===== src/pkg/cam_regs_map.vh =====
// register offsets, field positions and reset values of the camera register bank
`ifndef CAM_REGS_MAP_VH
`define CAM_REGS_MAP_VH
// ---------------------------------------------
// workspace offsets
// ---------------------------------------------
`define OFS_HBIN 16'h0204
`define OFS_MWIN_EN 16'h0208
`define OFS_R1_EN 16'h020c
`define OFS_MWIN_W 16'h0228
`define OFS_MWIN_X 16'h0248
`define OFS_R1_X 16'h024c
`define OFS_MWIN_H 16'h0268
`define OFS_MWIN_Y 16'h0288
`define OFS_VBIN 16'h0500
`define OFS_SCAN 16'h0504
// ---------------------------------------------
// information offsets
// ---------------------------------------------
`define OFS_TEMP 16'h6010
`define OFS_LINE 16'h608c
`define OFS_MAXEXP 16'h6090
`define OFS_MINEXP 16'h6094
`define OFS_EXP 16'h609c
`define OFS_FRAME 16'h60a0
`define OFS_DIMS 16'h60b0
`define OFS_GAIN 16'h60b4
// ---------------------------------------------
// field positions
// ---------------------------------------------
`define POS_LINE 16
`define POS_VSIZE 16
`define POS_LUMA 12
`define POS_GMIN 24
`define POS_GMAX 25
`define POS_EMIN 28
`define POS_EMAX 29
// ---------------------------------------------
// reset values
// ---------------------------------------------
`define RST_BIN 3'h0
`define RST_SCAN 1'h0
`define RST_EN1 1'h0
`define RST_EN2 2'h0
`define RST_GEOM 12'h000
`endif


===== src/core/cam_status_regs.v =====
// apb register bank: camera information and image window workspace
//
// Register access over APB was left to the implementer.
`timescale 1ns/1ps
`include "cam_regs_map.vh"
// Behaviour
// RULE_01: min line time in upper sixteen bits
// RULE_02: min exposure, 24 bits, low bits
// RULE_03: max exposure 24 bits, tracks mode
// RULE_04: current exposure as 24 bits
// RULE_05: frame time 24 bits, top unused
// RULE_06: width low half, height high half
// RULE_07: gain field chosen by operating mode
// RULE_08: average luminance in bits 23..12
// RULE_09: gain flags 24/25, exposure 28/29
// RULE_10: temperature 10-bit signed, quarter degrees
// RULE_11: temperature two's complement, -128..127.75
// RULE_12: scan bit: progressive or centre partial
// RULE_13: vertical binning code selects factor
// RULE_14: horizontal binning, same code set
// RULE_15: main window enable bit zero
// RULE_16: main window geometry, four 12-bit
// RULE_17: region one enable: off/include/exclude
// RULE_18: region one x offset 12 bits
// RULE_19: unused bits zero, read-only ignore writes
// RULE_20: host avoids invalid enable/binning codes
// ---------------------------------------------
// bus timing
// ---------------------------------------------
// a setup cycle, then exactly one access cycle
// with pready high; prdata, pready and pslverr
// all come from flops, so none of them glitch
// unmapped addresses answer with pslverr and
// zero data, and no register changes
// writes to information addresses are ignored
module cam_status_regs #(
    parameter AW = 16, // apb address width
    parameter GW = 12 // window geometry width
) (
    // clock and reset
    input wire clk,
    input wire reset,
    // apb slave
    input wire psel,
    input wire penable,
    input wire pwrite,
    input wire [AW-1:0] paddr,
    input wire [31:0] pwdata,
    output reg [31:0] prdata,
    output reg pready,
    output reg pslverr,
    // timing status from the sensor core
    input wire [15:0] line_time_in,
    input wire [23:0] min_exp_in,
    input wire [23:0] max_exp_in,
    input wire [23:0] exposure_in,
    input wire [23:0] frame_time_in,
    input wire [15:0] hsize_in,
    input wire [15:0] vsize_in,
    // gain and luminance status
    input wire [11:0] manual_gain_tap1,
    input wire [11:0] calc_gain_tap1,
    input wire [11:0] calc_gain_tap2,
    input wire auto_gain_loop_on,
    input wire auto_exposure_loop_on,
    input wire tap_balance_on,
    input wire [11:0] luma_in,
    input wire gain_min_hit,
    input wire gain_max_hit,
    input wire exp_min_hit,
    input wire exp_max_hit,
    // temperature, signed quarter degrees
    input wire [9:0] temp_in,
    // workspace controls to the sensor core
    output reg scan_partial,
    output reg [2:0] vert_bin,
    output reg [2:0] horiz_bin,
    output reg main_window_en,
    output reg [GW-1:0] main_window_x,
    output reg [GW-1:0] main_window_w,
    output reg [GW-1:0] main_window_y,
    output reg [GW-1:0] main_window_h,
    output reg [1:0] region_window1_en,
    output reg [GW-1:0] region_window1_x,
    // one-cycle pulse: readout mode changed
    output reg mode_change
);

    // ---------------------------------------------
    // snapshot of the information inputs
    // ---------------------------------------------
    // inputs are sampled every cycle so the
    // registers track mode changes at once
    // the extra flop stage costs one cycle of
    // latency but keeps the read mux fed from
    // local flops instead of core-side logic
    reg [15:0] line_time; // pixels
    reg [23:0] min_exp; // microseconds
    reg [23:0] max_exp; // microseconds
    reg [23:0] cur_exp; // microseconds
    reg [23:0] frame_time; // microseconds
    reg [15:0] hsize; // pixels
    reg [15:0] vsize; // lines
    reg [11:0] gain_shown; // mode selected gain
    reg [11:0] luma; // average luminance
    reg [3:0] limit_flags; // gmin gmax emin emax
    reg [9:0] temp; // two's complement

    // ---------------------------------------------
    // bus decode helpers
    // ---------------------------------------------
    wire setup_phase; // first apb cycle
    wire wr_take; // write commit edge
    reg [31:0] next_prdata; // read word
    reg next_hit; // address is mapped
    reg [11:0] next_gain; // gain mux result

    assign setup_phase = psel & ~penable;
    assign wr_take = psel & penable & pready & pwrite;

    // ---------------------------------------------
    // gain source selection
    // ---------------------------------------------
    // tap balancing wins over the auto loops,
    // which win over the manual slider
    // several enables at once still show one source, never a mix
    always @* begin
        if (tap_balance_on) begin
            next_gain = calc_gain_tap2; // RULE_07
        end else if (auto_gain_loop_on | auto_exposure_loop_on) begin
            next_gain = calc_gain_tap1; // RULE_07
        end else begin
            next_gain = manual_gain_tap1; // RULE_07
        end
    end

    // ---------------------------------------------
    // status capture
    // ---------------------------------------------
    always @(posedge clk) begin
        if (reset) begin
            line_time <= 16'h0000;
            min_exp <= 24'h000000;
            max_exp <= 24'h000000;
            cur_exp <= 24'h000000;
            frame_time <= 24'h000000;
            hsize <= 16'h0000;
            vsize <= 16'h0000;
            gain_shown <= 12'h000;
            luma <= 12'h000;
            limit_flags <= 4'h0;
            temp <= 10'h000;
        end else begin
            line_time <= line_time_in; // RULE_01
            min_exp <= min_exp_in; // RULE_02
            max_exp <= max_exp_in; // RULE_03
            cur_exp <= exposure_in; // RULE_04
            frame_time <= frame_time_in; // RULE_05
            hsize <= hsize_in; // RULE_06
            vsize <= vsize_in; // RULE_06
            gain_shown <= next_gain; // RULE_07
            luma <= luma_in; // RULE_08
            // flags are levels from the core, shown as
            // sampled; the bank does not latch them
            // flag order matches the status word
            limit_flags <= {exp_max_hit, exp_min_hit,
                            gain_max_hit, gain_min_hit}; // RULE_09
            temp <= temp_in; // RULE_10
        end
    end

    // ---------------------------------------------
    // read data and address decode
    // ---------------------------------------------
    // every unused bit reads as zero; the word is
    // built in the setup cycle and held in a flop
    always @* begin
        next_prdata = 32'h00000000; // RULE_19
        next_hit = 1'b1;
        case (paddr[15:0])
            `OFS_LINE: begin
                // low half reads zero
                next_prdata[`POS_LINE +: 16] = line_time; // RULE_01
            end
            `OFS_MINEXP: begin
                next_prdata[23:0] = min_exp; // RULE_02
            end
            `OFS_MAXEXP: begin
                next_prdata[23:0] = max_exp; // RULE_03
            end
            `OFS_EXP: begin
                next_prdata[23:0] = cur_exp; // RULE_04
            end
            `OFS_FRAME: begin
                next_prdata[23:0] = frame_time; // RULE_05
            end
            `OFS_DIMS: begin
                next_prdata[15:0] = hsize; // RULE_06
                next_prdata[`POS_VSIZE +: 16] = vsize; // RULE_06
            end
            `OFS_GAIN: begin
                next_prdata[11:0] = gain_shown; // RULE_07
                next_prdata[`POS_LUMA +: 12] = luma; // RULE_08
                next_prdata[`POS_GMIN] = limit_flags[0]; // RULE_09
                next_prdata[`POS_GMAX] = limit_flags[1]; // RULE_09
                next_prdata[`POS_EMIN] = limit_flags[2]; // RULE_09
                next_prdata[`POS_EMAX] = limit_flags[3]; // RULE_09
            end
            `OFS_TEMP: begin
                // raw code, sign in bit 9; bits 31..10
                // stay zero, so software extends the sign
                next_prdata[9:0] = temp; // RULE_10 RULE_11
            end
            `OFS_SCAN: begin
                next_prdata[0] = scan_partial; // RULE_12
            end
            `OFS_VBIN: begin
                next_prdata[2:0] = vert_bin; // RULE_13
            end
            `OFS_HBIN: begin
                next_prdata[2:0] = horiz_bin; // RULE_14
            end
            `OFS_MWIN_EN: begin
                next_prdata[0] = main_window_en; // RULE_15
            end
            `OFS_MWIN_X: begin
                next_prdata[GW-1:0] = main_window_x; // RULE_16
            end
            `OFS_MWIN_W: begin
                next_prdata[GW-1:0] = main_window_w; // RULE_16
            end
            `OFS_MWIN_Y: begin
                next_prdata[GW-1:0] = main_window_y; // RULE_16
            end
            `OFS_MWIN_H: begin
                next_prdata[GW-1:0] = main_window_h; // RULE_16
            end
            `OFS_R1_EN: begin
                next_prdata[1:0] = region_window1_en; // RULE_17
            end
            `OFS_R1_X: begin
                next_prdata[GW-1:0] = region_window1_x; // RULE_18
            end
            default: begin
                // unmapped: zero data and an error
                next_hit = 1'b0;
            end
        endcase
    end

    // ---------------------------------------------
    // apb handshake
    // ---------------------------------------------
    // no wait state: pready rises in the first
    // access cycle, which keeps prdata a flop
    // output without adding a cycle per access;
    // a setup right after the access edge is served
    // because pready is cleared on that same edge
    always @(posedge clk) begin
        if (reset) begin
            pready <= 1'b0;
            pslverr <= 1'b0;
            prdata <= 32'h00000000;
        end else if (setup_phase) begin
            pready <= 1'b1;
            pslverr <= ~next_hit;
            if (pwrite) begin
                prdata <= 32'h00000000;
            end else begin
                prdata <= next_prdata;
            end
        end else begin
            // release after the access edge
            pready <= 1'b0;
            pslverr <= 1'b0;
            prdata <= 32'h00000000;
        end
    end

    // ---------------------------------------------
    // workspace writes
    // ---------------------------------------------
    // only the listed fields are stored; upper
    // bits and information addresses are dropped;
    // geometry is not range checked, an offset past
    // the imager edge is left to the core to clip
    always @(posedge clk) begin
        if (reset) begin
            scan_partial <= `RST_SCAN;
            vert_bin <= `RST_BIN;
            horiz_bin <= `RST_BIN;
            main_window_en <= `RST_EN1;
            main_window_x <= `RST_GEOM;
            main_window_w <= `RST_GEOM;
            main_window_y <= `RST_GEOM;
            main_window_h <= `RST_GEOM;
            region_window1_en <= `RST_EN2;
            region_window1_x <= `RST_GEOM;
        end else if (wr_take) begin
            case (paddr[15:0])
                `OFS_SCAN: begin
                    // 0 progressive, 1 centre partial
                    scan_partial <= pwdata[0]; // RULE_12
                end
                `OFS_VBIN: begin
                    // codes above 4 are stored as
                    // written; the core treats them
                    // as undefined
                    vert_bin <= pwdata[2:0]; // RULE_13 RULE_20
                end
                `OFS_HBIN: begin
                    horiz_bin <= pwdata[2:0]; // RULE_14 RULE_20
                end
                `OFS_MWIN_EN: begin
                    main_window_en <= pwdata[0]; // RULE_15
                end
                `OFS_MWIN_X: begin
                    main_window_x <= pwdata[GW-1:0]; // RULE_16
                end
                `OFS_MWIN_W: begin
                    main_window_w <= pwdata[GW-1:0]; // RULE_16
                end
                `OFS_MWIN_Y: begin
                    main_window_y <= pwdata[GW-1:0]; // RULE_16
                end
                `OFS_MWIN_H: begin
                    main_window_h <= pwdata[GW-1:0]; // RULE_16
                end
                `OFS_R1_EN: begin
                    // code 3 is not filtered
                    region_window1_en <= pwdata[1:0]; // RULE_17 RULE_20
                end
                `OFS_R1_X: begin
                    region_window1_x <= pwdata[GW-1:0]; // RULE_18
                end
                default: begin
                    // read-only or unmapped: no effect
                    scan_partial <= scan_partial; // RULE_19
                end
            endcase
        end
    end

    // ---------------------------------------------
    // mode change event
    // ---------------------------------------------
    // tells the core to recompute its limits
    // when a readout mode field really changes;
    // window geometry and region enables are not
    // modes, they leave the exposure limits alone;
    // the compare sees the value before the write
    always @(posedge clk) begin
        if (reset) begin
            mode_change <= 1'b0;
        end else if (wr_take) begin
            case (paddr[15:0])
                `OFS_SCAN: begin
                    mode_change <= pwdata[0] != scan_partial;
                end
                `OFS_VBIN: begin
                    mode_change <= pwdata[2:0] != vert_bin;
                end
                `OFS_HBIN: begin
                    mode_change <= pwdata[2:0] != horiz_bin;
                end
                default: begin
                    mode_change <= 1'b0;
                end
            endcase
        end else begin
            mode_change <= 1'b0;
        end
    end

endmodule


===== config.mk =====
export PLATFORM = sky130hd
export DESIGN_NAME = cam_status_regs
export DESIGN_NICKNAME = d
export VERILOG_FILES = /design/src/core/cam_status_regs.v
export VERILOG_INCLUDE_DIRS = /design/src /design/src/pkg
export SDC_FILE = /design/constraint.sdc
export NUM_CORES = 1
export LEC_CHECK = 0
export ABC_CLOCK_PERIOD_IN_PS = 2400
export BUFFER_PORTS_ARGS = -buffer_cell sky130_fd_sc_hd__buf_2
export CAP_MARGIN = 20
export CORE_ASPECT_RATIO = 1.1
export CORE_MARGIN = 5
export CORE_UTILIZATION = 45
export DETAILED_ROUTE_END_ITERATION = 10
export MAX_ROUTING_LAYER = met4
export PLACE_DENSITY_LB_ADDON = 0.3
export SYNTH_ARGS = -nofsm -noshare
export SYNTH_HDL_FRONTEND = slang
export SYNTH_SLANG_ARGS = --single-unit

===== constraint.sdc =====
create_clock -name clk -period 2.4 [get_ports clk]
set_clock_uncertainty 0.2 [all_clocks]
set_input_delay 0.36 -clock clk [delete_from_list [all_inputs] [get_ports clk]]
set_output_delay 0.36 -clock clk [all_outputs]
set_load 0.005 [all_outputs]

==> results_dict.tcl, run 1 <==
set metrics [dict create \
    status "completed" \
    vdd.ir_drop.worst_mv 0.5864 \
    synthesis.area_mm2 0.01049 \
    overflow 0 \
    cp.required_ps 2650 \
    layout_commonest_cell "buf_2" \
    drc 0 \
    worstMarginPinSlew_ps 804.1 \
    grt_pass1_vias 10820 \
    crit_type "in -> reg" \
    p_leak_nw 6.838 \
    antenna_found_initial 5 \
    grt_pass1_wl_um 60210 \
    syn_area_per_cell_um2 9.722 \
    die_w_um 155.6 \
    yosysWarningCount 0 \
    utilization_pct 70.49 \
    ctsLongestPathBuffers 3 \
    synthArstFlopShare_pct 0 \
    synth_edf_count 0 \
    ys_ff_latch 287 \
    setup_viol 0 \
    cts_tree "yes" \
    r2r_setup_slack_ps 530 \
    pin_count 367 \
    synthFlopType "dfxtp_1" \
    synth.distinct_cells 54 \
    finalCriticalPeriod_ps 2256 \
    numCtsBuffers 28 \
    start_kind "primary input" \
    rsz0062_at_grt "false" \
    synth_area_leaders "dfxtp_1, nor2b_1, nand2_1" \
    p_per_area_mw_per_mm2 632.4 \
    syn2layout_area_growth_pct 54.10 \
    ant_nets 0 \
    whs_ps 30.44 \
    io_buffers 346 \
    core_area_mm2 0.02293 \
    cp.arrival_ps 2500 \
    cts.sinks 287 \
    hold_buffers 195 \
    vias_per_cell 5.378 \
    post_cts_resized 0 \
    die_area_mm2 0.02647 \
    grt_use_total_pct 29.67 \
    drtIter0Drc 1027 \
    num_vias 10700 \
    cp_max_fo 10 \
    layout-drive-gt1-share_pct 30.70 \
    initial_utilization_pct 45.74 \
    grt_max_degree 135 \
    hold_violations 0 \
    cap_violations 0 \
    synth_area_leader_cell "dfxtp_1" \
    post_cts_buffers 0 \
    maxClockFrequency_mhz 443.4 \
    die_h_um 170.1 \
    synth.yosys.seq_area_share_pct 54.77 \
    nFillCells 1628 \
    routabilityCongestion 0.9003 \
    slew_headroom_pct 46.39 \
    dp_hpwl_um 26170 \
    root_buffer "clkbuf_16" \
    drt_wl_total_um 40060 \
    htree_levels 1 \
    fin_crit_sh_pct 93.98 \
    drt_pre_antenna_iters 8 \
    synth_cells 1079 \
    final_cell_mix "buf_2, dfxtp_1, dlygate4sd3_1" \
    hold_path_class "in -> reg" \
    endpoint_kind "register" \
    synth_nets 1341 \
    rows 58 \
    wl_per_cell_um 20.13 \
    fin_nets 1925 \
    path_clk_slew_ps 60 \
    synth_top_area_share_pct 54.77 \
    clk_latency_ps 530 \
    drv_slew 0 \
]
## where the power goes
| group | total (mW) | switching (mW) | internal, mW |
|---|---|---|---|
| Combinational | 0.839 | 0.355 | 0.484 |
| Clock | 4.39 | 1.80 | 2.59 |
| Sequential | 4.99 | 0.0619 | 4.93 |
| Total | 10.2 | 2.22 | 8.00 |
## path summary, 6_finish.rpt
check,start,depth (start not counted),endpoint
worst max register to register,pready,5,main_window_h[1]
worst min-delay path,pwdata[0],3,region_window1_x[0]
worst max-delay path,paddr[9],10,prdata[0]
worst min register to register,limit_flags[2],2,prdata[28]
## critical path: stages
cell and delay (ps):
buf_2 100, or4_1 610, buf_4 250, nor4_4 340, buf_12 180, buf_12 120
a22oi_1 150, nand4_1 160, nor3_1 70, nor3_1 150
## layer usage
| layer | up-vias | global-route usage (%) | share of wire (%) |
|---|---|---|---|
| li1 | 4966 | - | - |
| met5 | - | - | 0 |
| met3 | 114 | 4.680 | 8.2 |
| met1 | 5007 | 36.23 | 39 |
| met2 | 616 | 49.19 | 49 |
| met4 | 0 | 11.99 | 4.3 |
## logic make-up after synthesis
logic type	synth area share (%)
AOI/OAI and AO/OA	15.61
xor gates and xnor gates	0.2505
buffers and inverters	3.423
DFF	54.77
muxes	0.5845
and+or+nand+nor	25.36
## sequential cells by signal, summed over array words and instances (netlist names), 2 cells and up
| register | flops |
|---|---|
| temp | 10 |
| gain_shown | 12 |
| region_window1_x | 12 |
| luma | 12 |
| frame_time | 24 |
| hsize | 16 |
| vert_bin | 3 |
| vsize | 16 |
| prdata | 32 |
| line_time | 16 |
| limit_flags | 4 |
| main_window_x | 12 |
| main_window_h | 12 |
| max_exp | 24 |
| min_exp | 24 |
| region_window1_en | 2 |
| horiz_bin | 3 |
| cur_exp | 24 |
| main_window_w | 12 |
| main_window_y | 12 |
## final cells by class
cell class	count	area (um^2)	share of cell area, %
flip-flops and latches	287	5746	35.54
multi-input cells	712	4447	27.51
clock inverters	8	68.82	0.4257
inverters	2	7.507	0.04644
repair buffers	632	4638	28.69
diodes	6	15.01	0.09288
well taps	300	375.4	2.322
clock buffers	43	868.3	5.372
## Yosys cell counts (2+ instances only)
| library cell | count |
|---|---|
| mux2i_1 | 5 |
| nand2_1 | 159 |
| a221oi_1 | 13 |
| nor2b_1 | 173 |
| buf_1 | 4 |
| and3_1 | 12 |
| dfxtp_1 | 287 |
| nor3_4 | 2 |
| a222oi_1 | 24 |
| a21oi_1 | 89 |
| nand4_1 | 4 |
| nand2b_1 | 2 |
| or4_1 | 5 |
| a22oi_1 | 58 |
| nor4_1 | 3 |
| or4_4 | 2 |
| nor4_2 | 5 |
| or2_1 | 2 |
| o21ai_0 | 16 |
| nor2_1 | 31 |
| o21ai_1 | 2 |
| nor4_4 | 9 |
| nor3_1 | 11 |
| xor2_1 | 3 |
| nor3b_1 | 2 |
| a22o_1 | 9 |
| or3_1 | 4 |
| a31oi_1 | 22 |
| a32o_1 | 2 |
| or4b_2 | 3 |
| inv_1 | 2 |
| buf_2 | 23 |
| or4bb_1 | 6 |
| clkbuf_1 | 45 |
| or2_2 | 4 |
| and2_1 | 5 |
| or4b_1 | 4 |
| buf_4 | 4 |
| nand3_1 | 6 |
| buf_6 | 2 |
| a32oi_1 | 2 |
## through the flow
stage	cells	setup slack, ps	cell area, um^2	setup TNS [ps]	power, mW
floorplan	1079	-50.78	10550	-371.7	5.321
global placement	1738	-357.1	13260	-18100	5.631
detailed placement	1738	-406.9	13260	-20870	5.644
CTS	1984	159.4	16150	0	10.21
global route	1989	38.74	16160	0	10.54
finish	1990	144.5	16170	0	10.22
No activity file was read; power rests on OpenSTA's default activity.
==> run 2: changes to the inputs <==
SETUP_SLACK_MARGIN = 0.4   (was default)
==> results_dict.tcl, run 2 (synthesis results as in run 1) <==
set metrics [dict create \
    vias_per_cell 5.416 \
    cp.arrival_ps 2350 \
    fin_setup_tns_ps 0 \
    hold_path_class "in -> reg" \
    regToRegStartpoint "horiz_bin[0]" \
    worstPathCellList "buf_6, buf_6, or4b_4, buf_12, nor4_4, buf_12, and2_4, clkbuf_16, nand2_1, a21oi_2" \
    layout_commonest_cell "buf_2" \
    drt_pre_antenna_iters 7 \
    cap_violations 0 \
    rows 58 \
    drtIter0Drc 1115 \
    cp.required_ps 2650 \
    placed_area_mm2 0.01328 \
    io_buffers 346 \
    start_kind "primary input" \
    cts.sinks 287 \
    cts_tree "yes" \
    p_total_mw 10.18 \
    die_area_mm2 0.02647 \
    worstMarginPinSlew_ps 915.2 \
    largest_reg_flops 32 \
    drt_wl_total_um 41610 \
    grt_pass1_wl_um 60240 \
    drc 0 \
    endpoint_kind "register" \
    crit_type "in -> reg" \
    crit_path_max_incr_delay_ps 570 \
    numCtsBuffers 29 \
    worstHoldStart "manual_gain_tap1[3]" \
    die_h_um 170.1 \
    wl_per_cell_um 20.67 \
    maxClockFrequency_mhz 476.3 \
    clk_latency_ps 540 \
    grt_max_degree 161 \
    p_leak_nw 7.215 \
    layout-drive-gt1-share_pct 38.09 \
    overflow 0 \
    htree_levels 1 \
    slew_headroom_pct 38.99 \
    startpoint "paddr[1]" \
    hold_violations 0 \
    final_area_mm2 0.01714 \
    pin_count 367 \
    regToRegEndpoint "prdata[0]" \
    routabilityCongestion 0.9110 \
    ctsLongestPathBuffers 3 \
    crit_slowest_cell "or4b_4" \
    rsz0062_at_grt "true" \
    status "completed" \
    r2r_setup_slack_ps 610 \
    path_clk_slew_ps 60 \
    nFillCells 1468 \
    cp_max_fo 8 \
    final_cell_mix "buf_2, dfxtp_1, dlygate4sd3_1" \
    finalCriticalPeriod_ps 2100 \
    initial_utilization_pct 45.74 \
    die_w_um 155.6 \
    fin_nets 1952 \
    utilization_pct 74.73 \
    top_register "prdata" \
    grt_pass1_vias 11080 \
    vdd.ir_drop.worst_mv 0.6971 \
    drv_slew 0 \
    rr_worst_depth 6 \
    ant_nets 0 \
    syn2layout_area_growth_pct 63.36 \
    dp_hpwl_um 25660 \
    root_buffer "clkbuf_16" \
    grt_use_total_pct 29.63 \
    core_area_mm2 0.02293 \
    hold_path_depth 5 \
    fin_crit_sh_pct 87.48 \
    antenna_found_initial 3 \
    setup_viol 0 \
    p_per_area_mw_per_mm2 593.8 \
    hold_end "gain_shown[3]" \
    num_vias 10900 \
]
-- run 2: cell count changes in the layout (fill, tap and decap cells not counted), moves of 7 or more --
cell / change
nand2_1: -39
buf_6: +26
a21oi_1: -22
a21oi_2: +22
nand2_2: +20
a22oi_1: -19
a22oi_2: +19
nand2_4: +18
buf_4: -7
-- run 2: through the flow --
stage,cells,setup WS [ps],hold WS [ps]
2_1_floorplan,1079,-50.41,240.4
3_3_place_gp,1731,-228.3,247.7
3_5_place_dp,1731,-244.2,252.0
4_1_cts,1987,344.4,7.448
5_1_grt,2012,241.0,28.03
6_report,2013,300.4,29.12
-- run 2: worst max-delay path by stage --
stage / to / slack [ps]
4_1_cts: main_window_x[11] / 340
6_report: main_window_y[2] / 300
2_1_floorplan: mode_change / -50
3_3_place_gp: prdata[2] / -230
5_1_grt: prdata[21] / 240
3_5_place_dp: prdata[10] / -240
-- run 2: final cells by class --
type | instances | area (um^2) | area share [%]
flip-flops and latches | 287 | 5746 | 33.53
repair buffers | 656 | 5064 | 29.55
multi-input cells | 714 | 5039 | 29.40
clock buffers | 43 | 828.3 | 4.834
well taps | 300 | 375.4 | 2.190
clock inverters | 7 | 67.56 | 0.3943
diodes | 4 | 10.01 | 0.05841
inverters | 2 | 7.507 | 0.04381
-- run 2: what timing repair did --
item                                    in CTS  in global routing
hold buffers                               195                  0
hold endpoints to repair                   240                  0
setup buffers                                8                 16
gates resized for setup                     20                130
endpoints found under the setup margin      47                 99
pin swaps                                   16                 67
cloned                                       3                  6
-- run 2: per-layer routing --
| layer | up-vias | share of wire [%] | track usage (%) |
|---|---|---|---|
| li1 | 5024 | - | - |
| met1 | 5151 | 37 | 35.10 |
| met2 | 610 | 50 | 49.89 |
| met3 | 118 | 8.5 | 5.417 |
| met4 | 0 | 4.4 | 11.91 |
| met5 | - | 0 | - |
-- run 2: critical path, delay by kind of cell --
family	cells	cell delay, ps
AND/OR/NAND/NOR	4	1160
AO/OA/AOI/OAI	1	130
buffers and inverters	5	700
-- run 2: where the power goes --
| part | leakage, nW | total [mW] | internal, mW | switching (mW) |
|---|---|---|---|---|
| Combinational | 4.41 | 0.878 | 0.505 | 0.373 |
| Sequential | 2.36 | 5.00 | 4.93 | 0.0630 |
| Clock | 0.443 | 4.30 | 2.48 | 1.82 |
| Total | 7.21 | 10.2 | 7.92 | 2.26 |
